File: config.mk
export PLATFORM = sky130hd
export DESIGN_NAME = rpt_timers
export DESIGN_NICKNAME = d
export VERILOG_FILES = /design/src/hw/rpt_pkg.sv /design/src/hw/rpt_timers.sv /design/src/hw/rpt_countdown.sv
export VERILOG_INCLUDE_DIRS = /design/src /design/src/hw
export SDC_FILE = /design/constraint.sdc
export NUM_CORES = 1
export LEC_CHECK = 0
export BUFFER_PORTS_ARGS = -buffer_cell sky130_fd_sc_hd__clkbuf_2
export CAP_MARGIN = 30
export CORE_MARGIN = 2
export CORE_UTILIZATION = 40
export CTS_CLUSTER_DIAMETER = 120
export CTS_CLUSTER_SIZE = 40
export DETAILED_ROUTE_END_ITERATION = 6
export PLACE_DENSITY = 0.61
export SETUP_SLACK_MARGIN = 0.2
export SYNTH_ARGS = -nofsm -noshare
export SYNTH_HDL_FRONTEND = slang
export SYNTH_SLANG_ARGS = --single-unit
File: constraint.sdc
create_clock -name core_clk_i -period 8.26 [get_ports core_clk_i]
set_clock_uncertainty 0.05 [all_clocks]
set_input_delay 2.065 -clock core_clk_i [delete_from_list [all_inputs] [get_ports core_clk_i]]
set_output_delay 2.065 -clock core_clk_i [all_outputs]
set_load 0.01 [all_outputs]
File: src/hw/rpt_regs.svh
`ifndef RPT_REGS_SVH
`define RPT_REGS_SVH

// ==========================================================
// register byte offsets
`define RPT_OFF_CTRL 8'h00
`define RPT_OFF_CMD 8'h04
`define RPT_OFF_MRT 8'h08
`define RPT_OFF_NRT1 8'h0c
`define RPT_OFF_NRT2 8'h10
`define RPT_OFF_TCTRL 8'h14
`define RPT_OFF_GPT 8'h18
`define RPT_OFF_WUCTRL 8'h1c
`define RPT_OFF_FLAGS 8'h20
`define RPT_OFF_STATUS 8'h24

// ==========================================================
// field positions
`define RPT_CTRL_P2P 0
`define RPT_CTRL_LPT 1
`define RPT_CTRL_WAKE 2
`define RPT_CTRL_SQ 3
`define RPT_CMD_CLEAR 0
`define RPT_CMD_MRT 1
`define RPT_CMD_NRT 2
`define RPT_CMD_GPT 3
`define RPT_CMD_WUT 4
`define RPT_TCTRL_UNCOND 0
`define RPT_TCTRL_COARSE 1
`define RPT_TCTRL_TRIG_LSB 2
`define RPT_FLAG_NRE 0
`define RPT_FLAG_GPE 1
`define RPT_FLAG_WAKE 2

// timer slots
`define RPT_T_MRT 0
`define RPT_T_NRT 1
`define RPT_T_GPT 2
`define RPT_T_WUT 3

// ==========================================================
// reset values
`define RPT_RST_CTRL 4'h0
`define RPT_RST_BYTE 8'h00
`define RPT_RST_TCTRL 4'h0
`define RPT_RST_GPT 16'h0000
`define RPT_RST_WUSEL 3'h3

// ==========================================================
// timing, in carrier periods and in milliseconds
`define RPT_FINE_STEP_FC 13'h0040
`define RPT_LPT_STEP_FC 13'h0200
`define RPT_COARSE_STEP_FC 13'h1000
`define RPT_RC_PER_MS 32
`define RPT_WU_MS_0 10
`define RPT_WU_MS_1 20
`define RPT_WU_MS_2 50
`define RPT_WU_MS_3 100
`define RPT_WU_MS_4 200
`define RPT_WU_MS_5 300
`define RPT_WU_MS_6 400
`define RPT_WU_MS_7 800

`endif

File: src/hw/rpt_pkg.sv
package rpt_pkg;
  typedef enum logic [1:0] {
    RPT_TRIG_NONE = 2'h0,
    RPT_TRIG_RX_START = 2'h1,
    RPT_TRIG_RX_END = 2'h2,
    RPT_TRIG_FIELD_OFF = 2'h3
  } rpt_trig_t;

  typedef enum logic [1:0] {
    RPT_RESP_OKAY = 2'h0,
    RPT_RESP_SLVERR = 2'h2
  } rpt_resp_t;
endpackage

File: src/hw/rpt_timers.sv
`timescale 1ns/1ns
`include "rpt_regs.svh"
// Contract
// host writes timer configuration only while that timer is idle
// clear command stops all timers but wake-up, bar unconditional no-reply
// mask and no-reply timers start at end of transmit frame
// receive window held low while mask timer runs
// squelch follows mask timer when enabled; mask timer never flags
// in peer mode mask timer starts on peer field on
// low-power target: command starts mask timer, step 512 carrier periods
// step bit selects no-reply step of 64 or 4096 periods
// normal mode: expiry before reply flags and forces window low
// unconditional mode: always flags, ignores clear, forces low if idle
// no-reply timeout loads from two byte registers together
// start command restarts no-reply timer; ignored in peer mode
// peer mode: expiry before peer field on flags
// no-reply expiry reported by its own flag bit
// host keeps transmit-end interrupt unmasked and reads it; no such interrupt here, the host paces starts
// general timer triggers on rx start, rx end or field off; here field off triggers only in peer mode
// start command restarts general timer
// wake start accepted outside wake mode, runs rc, sets wake flag
// only wake timer counts without the crystal clock
// wake period selectable 10 to 800 ms, default 100 ms
// each timer counts down on derived ticks and expires once
module rpt_timers (
  input wire logic core_clk_i,
  input wire logic rst_i,
  input wire logic [7:0] s_axi_awaddr_i,
  input wire logic s_axi_awvalid_i,
  output logic s_axi_awready_o,
  input wire logic [31:0] s_axi_wdata_i,
  input wire logic [3:0] s_axi_wstrb_i,
  input wire logic s_axi_wvalid_i,
  output logic s_axi_wready_o,
  output rpt_pkg::rpt_resp_t s_axi_bresp_o,
  output logic s_axi_bvalid_o,
  input wire logic s_axi_bready_i,
  input wire logic [7:0] s_axi_araddr_i,
  input wire logic s_axi_arvalid_i,
  output logic s_axi_arready_o,
  output logic [31:0] s_axi_rdata_o,
  output rpt_pkg::rpt_resp_t s_axi_rresp_o,
  output logic s_axi_rvalid_o,
  input wire logic s_axi_rready_i,
  input wire logic fc_tick_i,
  input wire logic xtal_ok_i,
  input wire logic rc_tick_i,
  input wire logic tx_end_i,
  input wire logic rx_start_i,
  input wire logic rx_end_i,
  input wire logic rx_busy_i,
  input wire logic peer_field_on_i,
  input wire logic peer_field_off_i,
  output logic rx_window_o,
  output logic squelch_o,
  output logic rc_osc_en_o
);
  import rpt_pkg::*;

  logic [3:0] ctrl;
  logic [7:0] mrt_val;
  logic [7:0] nrt_hi;
  logic [7:0] nrt_lo;
  logic [3:0] tctrl;
  logic [15:0] gpt_val;
  logic [2:0] wu_sel;
  logic [2:0] flags;
  logic [4:0] cmd;
  logic [7:0] aw_addr;
  logic [31:0] w_data;
  logic [3:0] w_strb;
  logic have_aw;
  logic have_w;
  logic do_write;
  logic [31:0] rd_word;
  logic rd_ok;
  logic wr_ok;
  logic [11:0] fc_div;
  logic fc_live;
  logic tick_fine;
  logic tick_lpt;
  logic tick_coarse;
  logic nrt_tick;
  logic [3:0] tm_start;
  logic [3:0] tm_stop;
  logic [3:0] tm_tick;
  logic [15:0] tm_load [4];
  logic [3:0] run;
  logic [3:0] expd;
  logic gpt_trig_hit;
  logic nrt_force;
  logic p2p;
  logic lpt;
  logic wake_mode;
  logic sq_en;
  logic uncond;
  logic coarse;
  logic clr;
  logic [2:0] flag_set;
  logic [2:0] flag_clr;
  rpt_trig_t trig;

  function automatic logic addr_mapped(input logic [7:0] a);
    logic hit;
    hit = 1'b0;
    case (a)
      `RPT_OFF_CTRL, `RPT_OFF_CMD, `RPT_OFF_MRT, `RPT_OFF_NRT1,
      `RPT_OFF_NRT2, `RPT_OFF_TCTRL, `RPT_OFF_GPT, `RPT_OFF_WUCTRL,
      `RPT_OFF_FLAGS, `RPT_OFF_STATUS: hit = 1'b1;
      default: hit = 1'b0;
    endcase
    return hit;
  endfunction

  function automatic logic [15:0] wu_ticks(input logic [2:0] sel);
    logic [15:0] t;
    t = 16'h0000;
    case (sel)
      3'h0: t = 16'(`RPT_WU_MS_0 * `RPT_RC_PER_MS);
      3'h1: t = 16'(`RPT_WU_MS_1 * `RPT_RC_PER_MS);
      3'h2: t = 16'(`RPT_WU_MS_2 * `RPT_RC_PER_MS);
      3'h3: t = 16'(`RPT_WU_MS_3 * `RPT_RC_PER_MS);
      3'h4: t = 16'(`RPT_WU_MS_4 * `RPT_RC_PER_MS);
      3'h5: t = 16'(`RPT_WU_MS_5 * `RPT_RC_PER_MS);
      3'h6: t = 16'(`RPT_WU_MS_6 * `RPT_RC_PER_MS);
      default: t = 16'(`RPT_WU_MS_7 * `RPT_RC_PER_MS);
    endcase
    return t;
  endfunction

  function automatic logic step_hit(input logic [11:0] div,
                                    input logic [12:0] step);
    logic [11:0] mask;
    mask = 12'(step - 13'h0001);
    return (div & mask) == mask;
  endfunction

  // ==========================================================
  // axi4-lite write channels
  assign do_write = have_aw & have_w & ~s_axi_bvalid_o;
  assign wr_ok = addr_mapped(aw_addr);

  always_ff @(posedge core_clk_i or posedge rst_i) begin
    if (rst_i) begin
      s_axi_awready_o <= 1'b1;
      have_aw <= 1'b0;
      aw_addr <= 8'h00;
    end else begin
      if (s_axi_awvalid_i && s_axi_awready_o) begin
        s_axi_awready_o <= 1'b0;
        have_aw <= 1'b1;
        aw_addr <= s_axi_awaddr_i;
      end else if (do_write) begin
        have_aw <= 1'b0;
      end
      if (s_axi_bvalid_o && s_axi_bready_i) begin
        s_axi_awready_o <= 1'b1;
      end
    end
  end

  always_ff @(posedge core_clk_i or posedge rst_i) begin
    if (rst_i) begin
      s_axi_wready_o <= 1'b1;
      have_w <= 1'b0;
      w_data <= 32'h00000000;
      w_strb <= 4'h0;
    end else begin
      if (s_axi_wvalid_i && s_axi_wready_o) begin
        s_axi_wready_o <= 1'b0;
        have_w <= 1'b1;
        w_data <= s_axi_wdata_i;
        w_strb <= s_axi_wstrb_i;
      end else if (do_write) begin
        have_w <= 1'b0;
      end
      if (s_axi_bvalid_o && s_axi_bready_i) begin
        s_axi_wready_o <= 1'b1;
      end
    end
  end

  always_ff @(posedge core_clk_i or posedge rst_i) begin
    if (rst_i) begin
      s_axi_bvalid_o <= 1'b0;
      s_axi_bresp_o <= RPT_RESP_OKAY;
    end else if (do_write) begin
      s_axi_bvalid_o <= 1'b1;
      s_axi_bresp_o <= wr_ok ? RPT_RESP_OKAY : RPT_RESP_SLVERR;
    end else if (s_axi_bvalid_o && s_axi_bready_i) begin
      s_axi_bvalid_o <= 1'b0;
    end
  end

  // ==========================================================
  // configuration registers
  // no interlock against writes to a running timer; software must wait
  always_ff @(posedge core_clk_i or posedge rst_i) begin
    if (rst_i) begin
      ctrl <= `RPT_RST_CTRL;
      mrt_val <= `RPT_RST_BYTE;
      nrt_hi <= `RPT_RST_BYTE;
      nrt_lo <= `RPT_RST_BYTE;
      tctrl <= `RPT_RST_TCTRL;
      gpt_val <= `RPT_RST_GPT;
      wu_sel <= `RPT_RST_WUSEL;
    end else begin
      if (do_write && w_strb[0]) begin
      case (aw_addr)
        `RPT_OFF_CTRL: ctrl <= w_data[3:0];
        `RPT_OFF_MRT: mrt_val <= w_data[7:0];
        `RPT_OFF_NRT1: nrt_hi <= w_data[7:0];
        `RPT_OFF_NRT2: nrt_lo <= w_data[7:0];
        `RPT_OFF_TCTRL: tctrl <= w_data[3:0];
        `RPT_OFF_GPT: gpt_val[7:0] <= w_data[7:0];
        `RPT_OFF_WUCTRL: wu_sel <= w_data[2:0];
        default: ;
      endcase
      end
      if (do_write && w_strb[1] && aw_addr == `RPT_OFF_GPT) begin
        gpt_val[15:8] <= w_data[15:8];
      end
    end
  end

  // direct commands are one-cycle pulses
  always_ff @(posedge core_clk_i or posedge rst_i) begin
    if (rst_i) begin
      cmd <= 5'h00;
    end else if (do_write && w_strb[0] && aw_addr == `RPT_OFF_CMD) begin
      cmd <= w_data[4:0];
    end else begin
      cmd <= 5'h00;
    end
  end

  // ==========================================================
  // axi4-lite read channel
  always_comb begin
    rd_word = 32'h00000000;
    rd_ok = 1'b1;
    case (s_axi_araddr_i)
      `RPT_OFF_CTRL: rd_word = {28'h0000000, ctrl};
      `RPT_OFF_CMD: rd_word = 32'h00000000;
      `RPT_OFF_MRT: rd_word = {24'h000000, mrt_val};
      `RPT_OFF_NRT1: rd_word = {24'h000000, nrt_hi};
      `RPT_OFF_NRT2: rd_word = {24'h000000, nrt_lo};
      `RPT_OFF_TCTRL: rd_word = {28'h0000000, tctrl};
      `RPT_OFF_GPT: rd_word = {16'h0000, gpt_val};
      `RPT_OFF_WUCTRL: rd_word = {29'h0, wu_sel};
      `RPT_OFF_FLAGS: rd_word = {29'h0, flags};
      `RPT_OFF_STATUS: rd_word = {27'h0, rx_window_o, run};
      default: rd_ok = 1'b0;
    endcase
  end

  always_ff @(posedge core_clk_i or posedge rst_i) begin
    if (rst_i) begin
      s_axi_arready_o <= 1'b1;
      s_axi_rvalid_o <= 1'b0;
      s_axi_rdata_o <= 32'h00000000;
      s_axi_rresp_o <= RPT_RESP_OKAY;
    end else if (s_axi_arvalid_i && s_axi_arready_o) begin
      s_axi_arready_o <= 1'b0;
      s_axi_rvalid_o <= 1'b1;
      s_axi_rdata_o <= rd_word;
      s_axi_rresp_o <= rd_ok ? RPT_RESP_OKAY : RPT_RESP_SLVERR;
    end else if (s_axi_rvalid_o && s_axi_rready_i) begin
      s_axi_rvalid_o <= 1'b0;
      s_axi_arready_o <= 1'b1;
    end
  end

  // ==========================================================
  // carrier prescaler, frozen while the crystal is stopped
  assign fc_live = fc_tick_i & xtal_ok_i;

  always_ff @(posedge core_clk_i or posedge rst_i) begin
    if (rst_i) begin
      fc_div <= 12'h000;
    end else if (fc_live) begin
      fc_div <= fc_div + 12'h001;
    end
  end

  assign tick_fine = fc_live & step_hit(fc_div, `RPT_FINE_STEP_FC);
  assign tick_lpt = fc_live & step_hit(fc_div, `RPT_LPT_STEP_FC);
  assign tick_coarse = fc_live & step_hit(fc_div, `RPT_COARSE_STEP_FC);

  // ==========================================================
  // timer control
  assign p2p = ctrl[`RPT_CTRL_P2P];
  assign lpt = ctrl[`RPT_CTRL_LPT];
  assign wake_mode = ctrl[`RPT_CTRL_WAKE];
  assign sq_en = ctrl[`RPT_CTRL_SQ];
  assign uncond = tctrl[`RPT_TCTRL_UNCOND];
  assign coarse = tctrl[`RPT_TCTRL_COARSE];
  assign trig = rpt_trig_t'(tctrl[`RPT_TCTRL_TRIG_LSB +: 2]);
  assign clr = cmd[`RPT_CMD_CLEAR];
  assign nrt_tick = coarse ? tick_coarse : tick_fine;

  always_comb begin
    unique case (trig)
      RPT_TRIG_NONE: gpt_trig_hit = 1'b0;
      RPT_TRIG_RX_START: gpt_trig_hit = rx_start_i;
      RPT_TRIG_RX_END: gpt_trig_hit = rx_end_i;
      RPT_TRIG_FIELD_OFF: gpt_trig_hit = p2p & peer_field_off_i;
    endcase
  end

  always_comb begin

    tm_start[`RPT_T_MRT] = (p2p ? peer_field_on_i : tx_end_i)
                         | cmd[`RPT_CMD_MRT];
    tm_stop[`RPT_T_MRT] = clr;
    tm_tick[`RPT_T_MRT] = lpt ? tick_lpt : tick_fine;
    tm_load[`RPT_T_MRT] = {8'h00, mrt_val};

    tm_start[`RPT_T_NRT] = tx_end_i | (cmd[`RPT_CMD_NRT] & ~p2p);

    tm_stop[`RPT_T_NRT] = ~uncond
                        & (clr | (p2p ? peer_field_on_i : rx_start_i));
    tm_tick[`RPT_T_NRT] = nrt_tick;
    tm_load[`RPT_T_NRT] = {nrt_hi, nrt_lo};
    tm_start[`RPT_T_GPT] = cmd[`RPT_CMD_GPT] | gpt_trig_hit;
    tm_stop[`RPT_T_GPT] = clr;
    tm_tick[`RPT_T_GPT] = tick_fine;
    tm_load[`RPT_T_GPT] = gpt_val;
    tm_start[`RPT_T_WUT] = cmd[`RPT_CMD_WUT] & ~wake_mode;
    tm_stop[`RPT_T_WUT] = 1'b0;
    tm_tick[`RPT_T_WUT] = rc_tick_i;
    tm_load[`RPT_T_WUT] = wu_ticks(wu_sel);
  end

  for (genvar gi = 0; gi < 4; gi++) begin : g_tmr
    rpt_countdown u_cnt (
      .core_clk_i(core_clk_i),
      .rst_i(rst_i),
      .start_i(tm_start[gi]),
      .stop_i(tm_stop[gi]),
      .tick_i(tm_tick[gi]),
      .load_i(tm_load[gi]),
      .run_o(run[gi]),
      .expire_o(expd[gi])
    );
  end

  // ==========================================================
  // event flags, write one to clear; a set in the same cycle wins
  // mask timer expiry is deliberately not a flag source
  assign flag_set = {expd[`RPT_T_WUT], expd[`RPT_T_GPT], expd[`RPT_T_NRT]};
  assign flag_clr = (do_write && w_strb[0] && aw_addr == `RPT_OFF_FLAGS)
                  ? w_data[2:0] : 3'h0;

  always_ff @(posedge core_clk_i or posedge rst_i) begin
    if (rst_i) begin
      flags <= 3'h0;
    end else begin
      flags <= (flags & ~flag_clr) | flag_set;
    end
  end

  // ==========================================================
  // receive window, squelch and rc oscillator
  always_ff @(posedge core_clk_i or posedge rst_i) begin
    if (rst_i) begin
      nrt_force <= 1'b0;
    end else if (expd[`RPT_T_NRT] && (!uncond || !rx_busy_i)) begin
      nrt_force <= 1'b1;
    end else if (tx_end_i || cmd[`RPT_CMD_NRT]) begin
      nrt_force <= 1'b0;
    end
  end

  always_ff @(posedge core_clk_i or posedge rst_i) begin
    if (rst_i) begin
      rx_window_o <= 1'b1;
      squelch_o <= 1'b0;
      rc_osc_en_o <= 1'b0;
    end else begin
      rx_window_o <= ~run[`RPT_T_MRT] & ~nrt_force;
      squelch_o <= run[`RPT_T_MRT] & sq_en;
      rc_osc_en_o <= run[`RPT_T_WUT];
    end
  end
endmodule

File: src/hw/rpt_countdown.sv
`timescale 1ns/1ns
// ==========================================================
// one down-counting timer
module rpt_countdown (
  input wire logic core_clk_i,
  input wire logic rst_i,
  input wire logic start_i,
  input wire logic stop_i,
  input wire logic tick_i,
  input wire logic [15:0] load_i,
  output logic run_o,
  output logic expire_o
);
  import rpt_pkg::*;

  logic [15:0] cnt;

  // start beats stop so a restart while running reloads cleanly
  always_ff @(posedge core_clk_i or posedge rst_i) begin
    if (rst_i) begin
      cnt <= 16'h0000;
      run_o <= 1'b0;
      expire_o <= 1'b0;
    end else begin
      expire_o <= 1'b0;
      if (start_i) begin
        cnt <= load_i;
        run_o <= (load_i != 16'h0000);
      end else if (stop_i) begin
        run_o <= 1'b0;
      end else if (run_o && tick_i) begin
        if (cnt == 16'h0001) begin
          cnt <= 16'h0000;
          run_o <= 1'b0;
          expire_o <= 1'b1;
        end else begin
          cnt <= cnt - 16'h0001;
        end
      end
    end
  end
endmodule

==> run_summary.xml, run 1 <==
<?xml version="1.0" encoding="UTF-8"?>
<metrics>
  <group name="yosys">
    <metric name="yosysSeqAreaShare" unit="">0.488</metric>
    <metric name="synth_area" unit="um^2">10100</metric>
    <metric name="synth-main-ff-cell" unit="">sky130_fd_sc_hd__dfrtp_1</metric>
    <metric name="ys_top_cells_by_area" unit="">sky130_fd_sc_hd__dfrtp_1 47%, sky130_fd_sc_hd__mux2_2 9.8%, sky130_fd_sc_hd__nand2_1 3.0%, sky130_fd_sc_hd__nor2_1 2.6%, sky130_fd_sc_hd__nand3_1 2.0%</metric>
    <metric name="post_synthesis_cell_type_with_the_largest_combined_area" unit="">sky130_fd_sc_hd__dfrtp_1</metric>
    <metric name="yosys.area.top_type_share" unit="">0.472</metric>
    <metric name="synthesized_area_per_cell" unit="um^2">10.3</metric>
    <metric name="ys_ff_latch" unit="">197</metric>
    <metric name="yosysWarningCount" unit="">0</metric>
    <metric name="synthesis.instances" unit="">987</metric>
    <metric name="number_of_enable_flip_flop_cells_after_synthesis" unit="">0</metric>
    <metric name="synthArstFlopShare" unit="">1.00</metric>
    <metric name="netlist-cell-type-count" unit="">76</metric>
  </group>
  <group name="setup_path">
    <metric name="timing_worst_setup_path_type" unit="">in -&gt; reg</metric>
    <metric name="critPathCaptureType" unit="">register</metric>
    <metric name="slowest_stage" unit="">sky130_fd_sc_hd__nor4_4</metric>
    <metric name="worst_ep_arrival_time" unit="ns">4.13</metric>
    <metric name="critPathTopFamily" unit="">simple AND/OR/NAND/NOR gates</metric>
    <metric name="critical_path_cell_by_cell" unit="">clkbuf_2 -&gt; nor2_1 -&gt; and3_1 -&gt; o311ai_1 -&gt; buf_2 -&gt; nor4_4 -&gt; a22o_1</metric>
    <metric name="critical_path_buf_inv_count" unit="">2</metric>
    <metric name="critical_path_fanouts_max" unit="">8</metric>
    <metric name="slowest_delay" unit="ns">0.55</metric>
    <metric name="critPathLaunchType" unit="">input pin</metric>
    <metric name="worst_ep_required_time" unit="ns">8.58</metric>
  </group>
  <group name="cells_and_area">
    <metric name="finalCoreUtilization" unit="">0.451</metric>
    <metric name="nets" unit="">1121</metric>
    <metric name="proportion_of_layout_cells_with_a_drive_suffix_above_1" unit="">0.220</metric>
    <metric name="fin_area" unit="um^2">11300</metric>
    <metric name="count_of_inserted_antenna_diode_cells" unit="">0</metric>
    <metric name="syn2layout_area_growth" unit="%">11.4</metric>
    <metric name="stdcell_count" unit="">1386</metric>
  </group>
  <group name="global_routing">
    <metric name="number_of_antenna_violations_at_the_first_check_in_global_routing" unit="">0</metric>
    <metric name="grt_max_degree" unit="">120</metric>
    <metric name="grt_remaining_overflow" unit="">0</metric>
    <metric name="grt_pass1_vias" unit="">7526</metric>
    <metric name="grt_pass1_wl" unit="um">41100</metric>
    <metric name="gr-usage-all-layers" unit="">0.198</metric>
  </group>
  <group name="floorplan">
    <metric name="area_of_the_die" unit="um^2">26600</metric>
    <metric name="initial_utilization" unit="">0.404</metric>
    <metric name="core_region_area" unit="um^2">25000</metric>
    <metric name="design.portCount" unit="">112</metric>
    <metric name="die_width" unit="um">163</metric>
    <metric name="die-height" unit="um">163</metric>
    <metric name="floorplan.rows" unit="">58</metric>
  </group>
  <group name="sta">
    <metric name="maxClockFrequency" unit="GHz">0.262</metric>
    <metric name="final.period_utilization" unit="">0.462</metric>
    <metric name="timing.setup.tns" unit="ns">0</metric>
    <metric name="worst_slack" unit="ns">4.45</metric>
    <metric name="worst_slew_margin_rel" unit="">0.360</metric>
    <metric name="fin_worst_hold_slack" unit="ns">0.384</metric>
    <metric name="grt_setup_unrepaired" unit="">false</metric>
    <metric name="layout_min_cycle_time" unit="ns">3.81</metric>
    <metric name="timing_worst_slew_pin_value" unit="ns">0.952</metric>
    <metric name="slew_violations" unit="">0</metric>
    <metric name="report.final.setup_viol" unit="">0</metric>
    <metric name="hold_viol_final" unit="">0</metric>
  </group>
  <group name="power_and_ir_drop">
    <metric name="cellLeakagePower" unit="nW">5.11</metric>
    <metric name="worst_ir_drop_vdd" unit="mV">0.134</metric>
    <metric name="switching_power" unit="mW">0.841</metric>
    <metric name="pwr-share-clk" unit="">0.295</metric>
    <metric name="comb_power_share" unit="">0.199</metric>
    <metric name="design_power_total" unit="mW">2.62</metric>
    <metric name="internal_power" unit="mW">1.78</metric>
    <metric name="cellPowerDensity" unit="nW/um^2">232</metric>
    <metric name="power_frac_seq" unit="">0.506</metric>
    <metric name="netSwitchingFraction" unit="">0.321</metric>
  </group>
  <group name="drt">
    <metric name="drc_markers" unit="">0</metric>
    <metric name="firstDrtPassIters" unit="">5</metric>
    <metric name="drt-wirelength-per-cell" unit="um">18.2</metric>
    <metric name="wirelength" unit="um">25300</metric>
    <metric name="routed_via_density" unit="">5.65</metric>
    <metric name="via_count_of_the_routed_design" unit="">7826</metric>
    <metric name="drtAntennaViolNets" unit="">0</metric>
    <metric name="drt_iter0_drc" unit="">541</metric>
  </group>
  <group name="placement">
    <metric name="hpwl" unit="um">17800</metric>
    <metric name="port_bufs" unit="">75</metric>
    <metric name="gp_routability_congestion" unit="">0.847</metric>
    <metric name="dp_slack" unit="ns">4.03</metric>
    <metric name="placed_cells_incl_taps" unit="">1353</metric>
    <metric name="postPlaceCellArea" unit="um^2">10700</metric>
  </group>
  <group name="clock_network">
    <metric name="htree_levels" unit="">4</metric>
    <metric name="post_cts_resized" unit="">0</metric>
    <metric name="postCtsSetupRepairBufs" unit="">0</metric>
    <metric name="clock_insertion_delay_worst_skew" unit="ns">0.44</metric>
    <metric name="cts_root_buf" unit="">sky130_fd_sc_hd__clkbuf_16</metric>
    <metric name="cts_buffers" unit="">17</metric>
    <metric name="numClockSinks" unit="">197</metric>
    <metric name="postCtsHoldBufs" unit="">0</metric>
    <metric name="cts_tree" unit="">done</metric>
    <metric name="clkTransAtPathRegs" unit="ns">0.07</metric>
    <metric name="cts-root-to-sink-buffers" unit="">2</metric>
  </group>
  <group name="run">
    <metric name="maxCapViolCount" unit="">0</metric>
  </group>
  <group name="min_path">
    <metric name="hold_path.class" unit="">reg -&gt; reg</metric>
  </group>
  <group name="outcome">
    <metric name="outcome" unit="">finished, final reports clean</metric>
  </group>
</metrics>
==> final timing paths <==
path                                  startpoint                                 to  slack [ns]  cells past startpoint
min in group asynchronous                  rst_i              fc_div[3]$_DFFE_PP0N_        1.72                      2
max                            s_axi_araddr_i[1]       s_axi_rdata_o[9]$_DFFE_PP0P_        4.45                      7
min                        nrt_force$_DFFE_PP0P_              rx_window_o$_DFF_PP1_        0.38                      1
max in group asynchronous                  rst_i        s_axi_awready_o$_DFFE_PP1P_        5.14                      4
min reg2reg                nrt_force$_DFFE_PP0P_              rx_window_o$_DFF_PP1_        0.38                      1
max reg2reg                fc_div[2]$_DFFE_PP0N_  g_tmr[0].u_cnt.cnt[2]$_DFFE_PP0P_        5.73                      8
==> kinds of logic after synthesis <==
logic type / Yosys count / share of synthesized area
simple gates: 353 / 0.190
compound gates: 212 / 0.140
flops: 197 / 0.488
mux: 98 / 0.108
buf+inv: 95 / 0.0431
xor+xnor: 21 / 0.0182
fa+ha+maj: 10 / 0.0124
other cells: 1 / 0.000370
==> sequential cells by signal, summed over array words and instances (netlist names), 2 cells and up <==
signal / count
flags: 3
g_tmr.u_cnt.expire_o: 3
w_data: 16
mrt_val: 8
tctrl: 4
nrt_lo: 8
fc_div: 12
w_strb: 2
gpt_val: 16
wu_sel: 3
cmd: 5
ctrl: 4
s_axi_rdata_o: 16
g_tmr.u_cnt.run_o: 4
nrt_hi: 8
aw_addr: 8
g_tmr.u_cnt.cnt: 64
==> routing by layer <==
layer / share of wire / routed length (um) / up-vias / GRT usage
li1: - / - / 3701 / -
met1: 0.48 / 12100 / 3856 / 0.289
met2: 0.45 / 11400 / 244 / 0.299
met3: 0.055 / 1400 / 25 / 0.0353
met4: 0.018 / 467 / 0 / 0.0595
met5: 0 / 0 / - / 0
==> area by class of cell <==
cell class | instances | area (um^2)
fill | 2405 | 13800
sequential | 197 | 4940
multi-input combinational | 712 | 4820
clock buffer | 22 | 464
timing repair buffer | 84 | 453
tap | 330 | 413
inverter | 31 | 124
clock inverter | 10 | 72.6
==> cells in the mapped netlist (18+ instances only) <==
| cell | n |
|---|---|
| sky130_fd_sc_hd__nor2_1 | 70 |
| sky130_fd_sc_hd__nand2_1 | 82 |
| sky130_fd_sc_hd__o211ai_1 | 25 |
| sky130_fd_sc_hd__inv_1 | 31 |
| sky130_fd_sc_hd__buf_4 | 18 |
| sky130_fd_sc_hd__clkbuf_1 | 32 |
| sky130_fd_sc_hd__nor3_1 | 28 |
| sky130_fd_sc_hd__o21ai_0 | 35 |
| sky130_fd_sc_hd__a31oi_1 | 27 |
| sky130_fd_sc_hd__a21oi_1 | 39 |
| sky130_fd_sc_hd__nand3_1 | 41 |
| sky130_fd_sc_hd__dfrtp_1 | 191 |
| sky130_fd_sc_hd__nor4_1 | 19 |
| sky130_fd_sc_hd__mux2_2 | 88 |
==> worst reg2reg max path: stages, from the launching register on <==
cell	delay, ns
sky130_fd_sc_hd__dfrtp_1	0.41
sky130_fd_sc_hd__and4_1	0.34
sky130_fd_sc_hd__and4_1	0.22
sky130_fd_sc_hd__ha_1	0.13
sky130_fd_sc_hd__nand2_1	0.06
sky130_fd_sc_hd__a21boi_1	0.16
sky130_fd_sc_hd__or2_1	0.41
sky130_fd_sc_hd__or4_1	0.52
sky130_fd_sc_hd__a31oi_1	0.16
==> layout by cell type, fill, tap and decap left out, types with 19 or more instances in the layout <==
master	instances
sky130_fd_sc_hd__a21oi_1	39
sky130_fd_sc_hd__a31oi_1	27
sky130_fd_sc_hd__clkbuf_2	75
sky130_fd_sc_hd__dfrtp_1	191
sky130_fd_sc_hd__inv_1	30
sky130_fd_sc_hd__mux2_2	88
sky130_fd_sc_hd__nand2_1	82
sky130_fd_sc_hd__nand3_1	41
sky130_fd_sc_hd__nor2_1	69
sky130_fd_sc_hd__nor3_1	28
sky130_fd_sc_hd__nor4_1	19
sky130_fd_sc_hd__o211ai_1	25
sky130_fd_sc_hd__o21ai_0	35
==> power groups by stage <==
stage               Combinational [mW]  Sequential [mW]  Clock (mW)
floorplan                        0.431             1.26           0
CTS                              0.524             1.32       0.793
detailed placement               0.522             1.34           0
global route                     0.596             1.35       0.833
global placement                 0.509             1.34           0
finish                           0.521             1.33       0.773
(Power assumes the default switching activity.)
==> run 2, diff against run 1 <==
PLACE_DENSITY = 0.63   (was 0.61)
clock period = 3.4 ns   (was 8.26 ns; I/O delays follow)
==> run 2 against run 1 <==
  * First-iteration DRC count grew 8.7%
  * Sequential power grew 140%
  * Power grew 150%
  * Core utilization grew 0.56 points
  * Cell area grew 1.3%
  * Largest cell class unchanged
  * Combinational power grew 140%
  * Largest power group unchanged
  * Critical path depth grew 2
  * Worst setup slack lost 3.7 ns
  * Clock-buffer cell count shrank 3
==> run_summary.xml, run 2 (synthesis gave the netlist of run 1 again) <==
<?xml version="1.0" encoding="UTF-8"?>
<metrics>
  <group name="drt">
    <metric name="drc_markers" unit="">0</metric>
    <metric name="via_count_of_the_routed_design" unit="">7996</metric>
    <metric name="firstDrtPassIters" unit="">5</metric>
    <metric name="drtAntennaViolNets" unit="">0</metric>
    <metric name="wirelength" unit="um">25400</metric>
    <metric name="routed_via_density" unit="">5.73</metric>
    <metric name="drt-wirelength-per-cell" unit="um">18.2</metric>
    <metric name="drt_iter0_drc" unit="">588</metric>
  </group>
  <group name="cells_and_area">
    <metric name="nFillCells" unit="">2382</metric>
    <metric name="layout.cells.most_common_list" unit="">191 x sky130_fd_sc_hd__dfrtp_1, 88 x sky130_fd_sc_hd__mux2_2, 82 x sky130_fd_sc_hd__nand2_1</metric>
    <metric name="registers.top_by_ff_count" unit="">g_tmr.u_cnt.cnt</metric>
    <metric name="nets" unit="">1131</metric>
    <metric name="final_common_cell" unit="">sky130_fd_sc_hd__dfrtp_1</metric>
    <metric name="count_of_inserted_antenna_diode_cells" unit="">0</metric>
    <metric name="proportion_of_layout_cells_with_a_drive_suffix_above_1" unit="">0.228</metric>
    <metric name="syn2layout_area_growth" unit="%">12.8</metric>
    <metric name="fin_area" unit="um^2">11400</metric>
    <metric name="largest_register_ffs" unit="">64</metric>
  </group>
  <group name="setup_path">
    <metric name="slowest_stage" unit="">sky130_fd_sc_hd__or4_1</metric>
    <metric name="critPathMostFrequentCell" unit="">sky130_fd_sc_hd__and4_1</metric>
    <metric name="slowest_delay" unit="ns">0.52</metric>
    <metric name="critical_path_buf_inv_count" unit="">1</metric>
    <metric name="regToRegSetupSlack" unit="ns">0.72</metric>
    <metric name="worst_ep_arrival_time" unit="ns">3.00</metric>
    <metric name="crit-reg2reg-launch" unit="">fc_div[2]$_DFFE_PP0N_</metric>
    <metric name="worst_r2r_endpoint" unit="">g_tmr[0].u_cnt.cnt[2]$_DFFE_PP0P_</metric>
    <metric name="worstSetupEndpoint" unit="">g_tmr[0].u_cnt.cnt[2]$_DFFE_PP0P_</metric>
    <metric name="critical_path_cell_by_cell" unit="">and4_1 -&gt; and4_1 -&gt; ha_1 -&gt; nand2_1 -&gt; a21boi_1 -&gt; buf_4 -&gt; or2_1 -&gt; or4_1 -&gt; a31oi_1</metric>
    <metric name="worst_r2r_path_depth" unit="">9</metric>
    <metric name="critPathCaptureType" unit="">register</metric>
    <metric name="critical_path_fanouts_max" unit="">11</metric>
    <metric name="worst_ep_required_time" unit="ns">3.72</metric>
    <metric name="critPathTopFamily" unit="">simple AND/OR/NAND/NOR gates</metric>
    <metric name="worst_setup_path_startpoint" unit="">fc_div[2]$_DFFE_PP0N_</metric>
    <metric name="worstSetupPathDepth" unit="">9</metric>
    <metric name="critPathLaunchType" unit="">register</metric>
    <metric name="timing_worst_setup_path_type" unit="">reg -&gt; reg</metric>
  </group>
  <group name="global_routing">
    <metric name="gr-usage-all-layers" unit="">0.200</metric>
    <metric name="grt_pass1_vias" unit="">7746</metric>
    <metric name="grt_max_degree" unit="">48</metric>
    <metric name="number_of_antenna_violations_at_the_first_check_in_global_routing" unit="">0</metric>
    <metric name="grt_pass1_wl" unit="um">41700</metric>
    <metric name="grt_remaining_overflow" unit="">0</metric>
  </group>
  <group name="power_and_ir_drop">
    <metric name="internal_power" unit="mW">4.33</metric>
    <metric name="netSwitchingFraction" unit="">0.330</metric>
    <metric name="worst_ir_drop_vdd" unit="mV">0.394</metric>
    <metric name="cellPowerDensity" unit="nW/um^2">566</metric>
    <metric name="power_frac_seq" unit="">0.499</metric>
    <metric name="pwr-share-clk" unit="">0.304</metric>
    <metric name="comb_power_share" unit="">0.197</metric>
    <metric name="switching_power" unit="mW">2.13</metric>
    <metric name="cellLeakagePower" unit="nW">5.18</metric>
  </group>
  <group name="floorplan">
    <metric name="initial_utilization" unit="">0.404</metric>
    <metric name="design.portCount" unit="">112</metric>
    <metric name="core_region_area" unit="um^2">25000</metric>
    <metric name="die_width" unit="um">163</metric>
    <metric name="floorplan.rows" unit="">58</metric>
    <metric name="area_of_the_die" unit="um^2">26600</metric>
    <metric name="die-height" unit="um">163</metric>
  </group>
  <group name="clock_network">
    <metric name="cts_buffers" unit="">17</metric>
    <metric name="htree_levels" unit="">4</metric>
    <metric name="cts_root_buf" unit="">sky130_fd_sc_hd__clkbuf_16</metric>
    <metric name="clock_insertion_delay_worst_skew" unit="ns">0.44</metric>
    <metric name="post_cts_resized" unit="">0</metric>
    <metric name="clkTransAtPathRegs" unit="ns">0.08</metric>
    <metric name="postCtsHoldBufs" unit="">0</metric>
    <metric name="postCtsSetupRepairBufs" unit="">0</metric>
    <metric name="numClockSinks" unit="">197</metric>
    <metric name="cts-root-to-sink-buffers" unit="">2</metric>
    <metric name="cts_tree" unit="">done</metric>
  </group>
  <group name="run">
    <metric name="maxCapViolCount" unit="">0</metric>
  </group>
  <group name="min_path">
    <metric name="hold_path.class" unit="">reg -&gt; reg</metric>
  </group>
  <group name="sta">
    <metric name="maxClockFrequency" unit="GHz">0.373</metric>
    <metric name="final.period_utilization" unit="">0.789</metric>
    <metric name="grt_setup_unrepaired" unit="">false</metric>
    <metric name="layout_min_cycle_time" unit="ns">2.68</metric>
    <metric name="hold_viol_final" unit="">0</metric>
    <metric name="fin_worst_hold_slack" unit="ns">0.375</metric>
    <metric name="worst_slew_margin_rel" unit="">0.429</metric>
    <metric name="timing_worst_slew_pin_value" unit="ns">0.855</metric>
    <metric name="worst_slack" unit="ns">0.717</metric>
    <metric name="report.final.setup_viol" unit="">0</metric>
    <metric name="slew_violations" unit="">0</metric>
  </group>
  <group name="placement">
    <metric name="port_bufs" unit="">75</metric>
    <metric name="hpwl" unit="um">18200</metric>
    <metric name="gp_routability_congestion" unit="">0.898</metric>
    <metric name="dp_slack" unit="ns">0.593</metric>
    <metric name="postPlaceCellArea" unit="um^2">10900</metric>
  </group>
  <group name="outcome">
    <metric name="outcome" unit="">finished, final reports clean</metric>
  </group>
</metrics>
run 2: cell count changes in the layout (fill, tap and decap cells not counted), sizes merged:
cell	previous run	this run
inv	33	38
clkinvlp	3	2
clkinv	5	4
buf	9	19
clkbuf	97	94
run 2: power by group through the flow:
stage                     logic (mW)  clock network, mW  registers [mW]
after detailed placement        1.28                  0            3.26
final                           1.27               1.96            3.23
after floorplan                 1.05                  0            3.06
after global placement          1.25                  0            3.25
after CTS                       1.29               2.00            3.22
after global routing            1.45               2.11            3.28
run 2: how the worst min path moves through the flow:
stage,startpoint,endpoint,cells after the start
5_1_grt,g_tmr[2].u_cnt.expire_o$_DFF_PP0_,flags[1]$_DFF_PP0_,1
3_3_place_gp,g_tmr[2].u_cnt.expire_o$_DFF_PP0_,flags[1]$_DFF_PP0_,1
2_1_floorplan,nrt_force$_DFFE_PP0P_,rx_window_o$_DFF_PP1_,1
4_1_cts,g_tmr[2].u_cnt.expire_o$_DFF_PP0_,flags[1]$_DFF_PP0_,1
3_5_place_dp,g_tmr[3].u_cnt.expire_o$_DFF_PP0_,flags[2]$_DFF_PP0_,1
6_report,nrt_force$_DFFE_PP0P_,rx_window_o$_DFF_PP1_,1
run 2: cell type report:
cell class,count,area [um^2],share of cell area
clock buffer,19,433,0.0379
clock inverter,13,134,0.0117
inverter,31,120,0.0105
multi-input combinational,712,4820,0.422
sequential,197,4940,0.432
tap,330,413,0.0361
timing repair buffer,94,568,0.0497
run 2: through the flow:
step	utilization	total power, mW	TNS [ns]	std cells
after floorplan	-	4.10	-7.92	1004
after global placement	0.434	4.50	0	1364
after detailed placement	0.434	4.54	0	1364
after CTS	0.456	6.51	0	1396
after global routing	0.456	6.84	0	1396
final	0.456	6.46	0	1396
run 2: routing by layer:
layer	share of wire	GRT usage	wire, um	vias to the layer above
li1	-	-	-	3745
met1	0.48	0.291	12100	3986
met2	0.45	0.299	11300	227
met3	0.055	0.0386	1400	38
met4	0.023	0.0684	584	0
met5	0	0	0	-
==> run 3, diff against run 2 <==
PLACE_DENSITY = 0.61   (was 0.63)
clock period = 2.8 ns   (was 3.4 ns; I/O delays follow)
==> run 3 against run 2 <==
  * Core utilization grew 0.32 points
  * Sequential cell count stayed put
  * Die area unchanged
  * Worst setup slack worse by 0.30 ns
==> run_summary.xml, run 3 (synthesis gave the netlist of run 1 again) <==
<?xml version="1.0" encoding="UTF-8"?>
<metrics>
  <group name="sta">
    <metric name="worst_slew_margin_rel" unit="">0.483</metric>
    <metric name="layout_min_cycle_time" unit="ns">2.38</metric>
    <metric name="timing_worst_slew_pin_value" unit="ns">0.769</metric>
    <metric name="report.final.setup_viol" unit="">0</metric>
    <metric name="final.period_utilization" unit="">0.852</metric>
    <metric name="worst_slack" unit="ns">0.415</metric>
    <metric name="hold_viol_final" unit="">0</metric>
    <metric name="slew_violations" unit="">0</metric>
    <metric name="timing.setup.tns" unit="ns">0</metric>
    <metric name="maxClockFrequency" unit="GHz">0.419</metric>
    <metric name="grt_setup_unrepaired" unit="">false</metric>
    <metric name="fin_worst_hold_slack" unit="ns">0.320</metric>
  </group>
  <group name="setup_path">
    <metric name="timing_worst_setup_path_type" unit="">reg -&gt; reg</metric>
    <metric name="slowest_delay" unit="ns">0.47</metric>
    <metric name="critical_path_cell_by_cell" unit="">ha_1 -&gt; and3_1 -&gt; and2_1 -&gt; and2_1 -&gt; nand4_2 -&gt; o41ai_1</metric>
    <metric name="critical_path_fanouts_max" unit="">15</metric>
    <metric name="slowest_stage" unit="">sky130_fd_sc_hd__o41ai_1</metric>
    <metric name="crit-reg2reg-launch" unit="">fc_div[0]$_DFFE_PP0N_</metric>
    <metric name="critPathLaunchType" unit="">register</metric>
    <metric name="worst_r2r_path_depth" unit="">6</metric>
    <metric name="worst_r2r_endpoint" unit="">g_tmr[1].u_cnt.cnt[6]$_DFFE_PP0P_</metric>
    <metric name="regToRegSetupSlack" unit="ns">0.42</metric>
    <metric name="worst_ep_required_time" unit="ns">3.07</metric>
    <metric name="critPathMostFrequentCell" unit="">sky130_fd_sc_hd__and2_1</metric>
    <metric name="worst_ep_arrival_time" unit="ns">2.66</metric>
    <metric name="critPathCaptureType" unit="">register</metric>
  </group>
  <group name="global_routing">
    <metric name="grt_remaining_overflow" unit="">0</metric>
    <metric name="grt_pass1_vias" unit="">7697</metric>
    <metric name="grt_pass1_wl" unit="um">41500</metric>
    <metric name="grt_max_degree" unit="">130</metric>
    <metric name="number_of_antenna_violations_at_the_first_check_in_global_routing" unit="">0</metric>
    <metric name="gr-usage-all-layers" unit="">0.198</metric>
  </group>
  <group name="floorplan">
    <metric name="initial_utilization" unit="">0.404</metric>
    <metric name="area_of_the_die" unit="um^2">26600</metric>
    <metric name="design.portCount" unit="">112</metric>
    <metric name="core_region_area" unit="um^2">25000</metric>
    <metric name="die-height" unit="um">163</metric>
    <metric name="die_width" unit="um">163</metric>
    <metric name="floorplan.rows" unit="">58</metric>
  </group>
  <group name="cells_and_area">
    <metric name="final_common_cell" unit="">sky130_fd_sc_hd__dfrtp_1</metric>
    <metric name="largest_register_ffs" unit="">64</metric>
    <metric name="stdcell_count" unit="">1408</metric>
    <metric name="syn2layout_area_growth" unit="%">13.6</metric>
    <metric name="nFillCells" unit="">2414</metric>
    <metric name="nets" unit="">1144</metric>
    <metric name="registers.top_by_ff_count" unit="">g_tmr.u_cnt.cnt</metric>
    <metric name="count_of_inserted_antenna_diode_cells" unit="">0</metric>
    <metric name="layout.cells.most_common_list" unit="">191 x sky130_fd_sc_hd__dfrtp_1, 88 x sky130_fd_sc_hd__mux2_2, 82 x sky130_fd_sc_hd__nand2_1</metric>
    <metric name="proportion_of_layout_cells_with_a_drive_suffix_above_1" unit="">0.238</metric>
  </group>
  <group name="min_path">
    <metric name="hold_path.class" unit="">in -&gt; async</metric>
  </group>
  <group name="power_and_ir_drop">
    <metric name="worst_ir_drop_vdd" unit="mV">0.455</metric>
    <metric name="design_power_total" unit="mW">7.89</metric>
    <metric name="netSwitchingFraction" unit="">0.324</metric>
    <metric name="cellLeakagePower" unit="nW">5.24</metric>
    <metric name="power_frac_seq" unit="">0.498</metric>
    <metric name="cellPowerDensity" unit="nW/um^2">686</metric>
    <metric name="internal_power" unit="mW">5.33</metric>
    <metric name="switching_power" unit="mW">2.56</metric>
    <metric name="pwr-share-clk" unit="">0.305</metric>
    <metric name="comb_power_share" unit="">0.197</metric>
  </group>
  <group name="placement">
    <metric name="dp_slack" unit="ns">0.166</metric>
    <metric name="hpwl" unit="um">18100</metric>
    <metric name="placed_cells_incl_taps" unit="">1377</metric>
    <metric name="gp_routability_congestion" unit="">0.891</metric>
    <metric name="port_bufs" unit="">75</metric>
  </group>
  <group name="clock_network">
    <metric name="cts_buffers" unit="">17</metric>
    <metric name="htree_levels" unit="">4</metric>
    <metric name="numClockSinks" unit="">197</metric>
    <metric name="cts_root_buf" unit="">sky130_fd_sc_hd__clkbuf_16</metric>
    <metric name="cts-root-to-sink-buffers" unit="">2</metric>
    <metric name="postCtsSetupRepairBufs" unit="">0</metric>
    <metric name="clock_insertion_delay_worst_skew" unit="ns">0.44</metric>
    <metric name="clkTransAtPathRegs" unit="ns">0.08</metric>
    <metric name="cts_tree" unit="">done</metric>
  </group>
  <group name="drt">
    <metric name="drtAntennaViolNets" unit="">0</metric>
    <metric name="drc_markers" unit="">0</metric>
    <metric name="firstDrtPassIters" unit="">5</metric>
    <metric name="drt-wirelength-per-cell" unit="um">18.1</metric>
    <metric name="drt_iter0_drc" unit="">689</metric>
    <metric name="wirelength" unit="um">25500</metric>
    <metric name="routed_via_density" unit="">5.63</metric>
    <metric name="via_count_of_the_routed_design" unit="">7934</metric>
  </group>
  <group name="outcome">
    <metric name="outcome" unit="">finished, final reports clean</metric>
  </group>
  <group name="run">
    <metric name="maxCapViolCount" unit="">0</metric>
  </group>
</metrics>
run 3: changes by cell type in the layout (fill, tap and decap cells not counted), sizes merged:
cell / delta
buf: +13
clkbuf: -1
bufinv: +1
clkinv: -1
run 3: worst max-delay path: cells and delay by family (launching register included):
| family | cells | cell delay, ns |
|---|---|---|
| AOI/OAI and AO/OA | 1 | 0.47 |
| DFF | 1 | 0.38 |
| adders and majority gates | 1 | 0.20 |
| and+or+nand+nor | 4 | 1.18 |
run 3: metrics by stage:
stage          area [um^2]  utilization
2_1_floorplan        10200            -
3_3_place_gp         10900        0.437
3_5_place_dp         10900        0.437
4_1_cts              11500        0.459
5_1_grt              11500        0.460
6_report             11500        0.460
run 3: area by class of cell:
class,instances,area (um^2),share of cell area
clock buffer,18,429,0.0373
clock inverter,13,140,0.0122
inverter,31,120,0.0104
multi-input combinational,712,4820,0.419
sequential,197,4940,0.429
tap,330,413,0.0359
timing repair buffer,107,641,0.0557
run 3: timing repair:
item	4_1_cts	5_1_grt
resized for setup	0	1
hold buffers	0	0
setup endpoints to repair	0	11
run 3: how the worst max path moves through the flow:
stage	startpoint	endpoint	slack, ns	cells after the start
finish	fc_div[0]$_DFFE_PP0N_	g_tmr[1].u_cnt.cnt[6]$_DFFE_PP0P_	0.42	6
CTS	fc_div[0]$_DFFE_PP0N_	g_tmr[1].u_cnt.cnt[6]$_DFFE_PP0P_	0.39	6
detailed placement	fc_tick_i	g_tmr[1].u_cnt.cnt[6]$_DFFE_PP0P_	0.17	6
global placement	fc_tick_i	g_tmr[1].u_cnt.cnt[6]$_DFFE_PP0P_	0.22	6
floorplan	rst_i	aw_addr[0]$_DFFE_PP0P_	-0.49	1
global route	fc_div[0]$_DFFE_PP0N_	g_tmr[1].u_cnt.cnt[6]$_DFFE_PP0P_	0.22	6
run 3: power groups by stage:
stage,clock (mW),combinational (mW),sequential [mW]
after floorplan,0,1.27,3.71
after global placement,0,1.52,3.95
after detailed placement,0,1.55,3.96
after CTS,2.46,1.56,3.91
after global routing,2.60,1.77,4.00
final,2.41,1.55,3.93
run 3: metal layers:
metal  part of all wire  vias up  wire (um)  global-route usage
li1                   -     3760          -                   -
met1               0.49     3898      12500               0.295
met3              0.055       31       1400              0.0414
met5                  0        -          0                   0
met2               0.44      245      11200               0.292
met4              0.018        0        455              0.0523
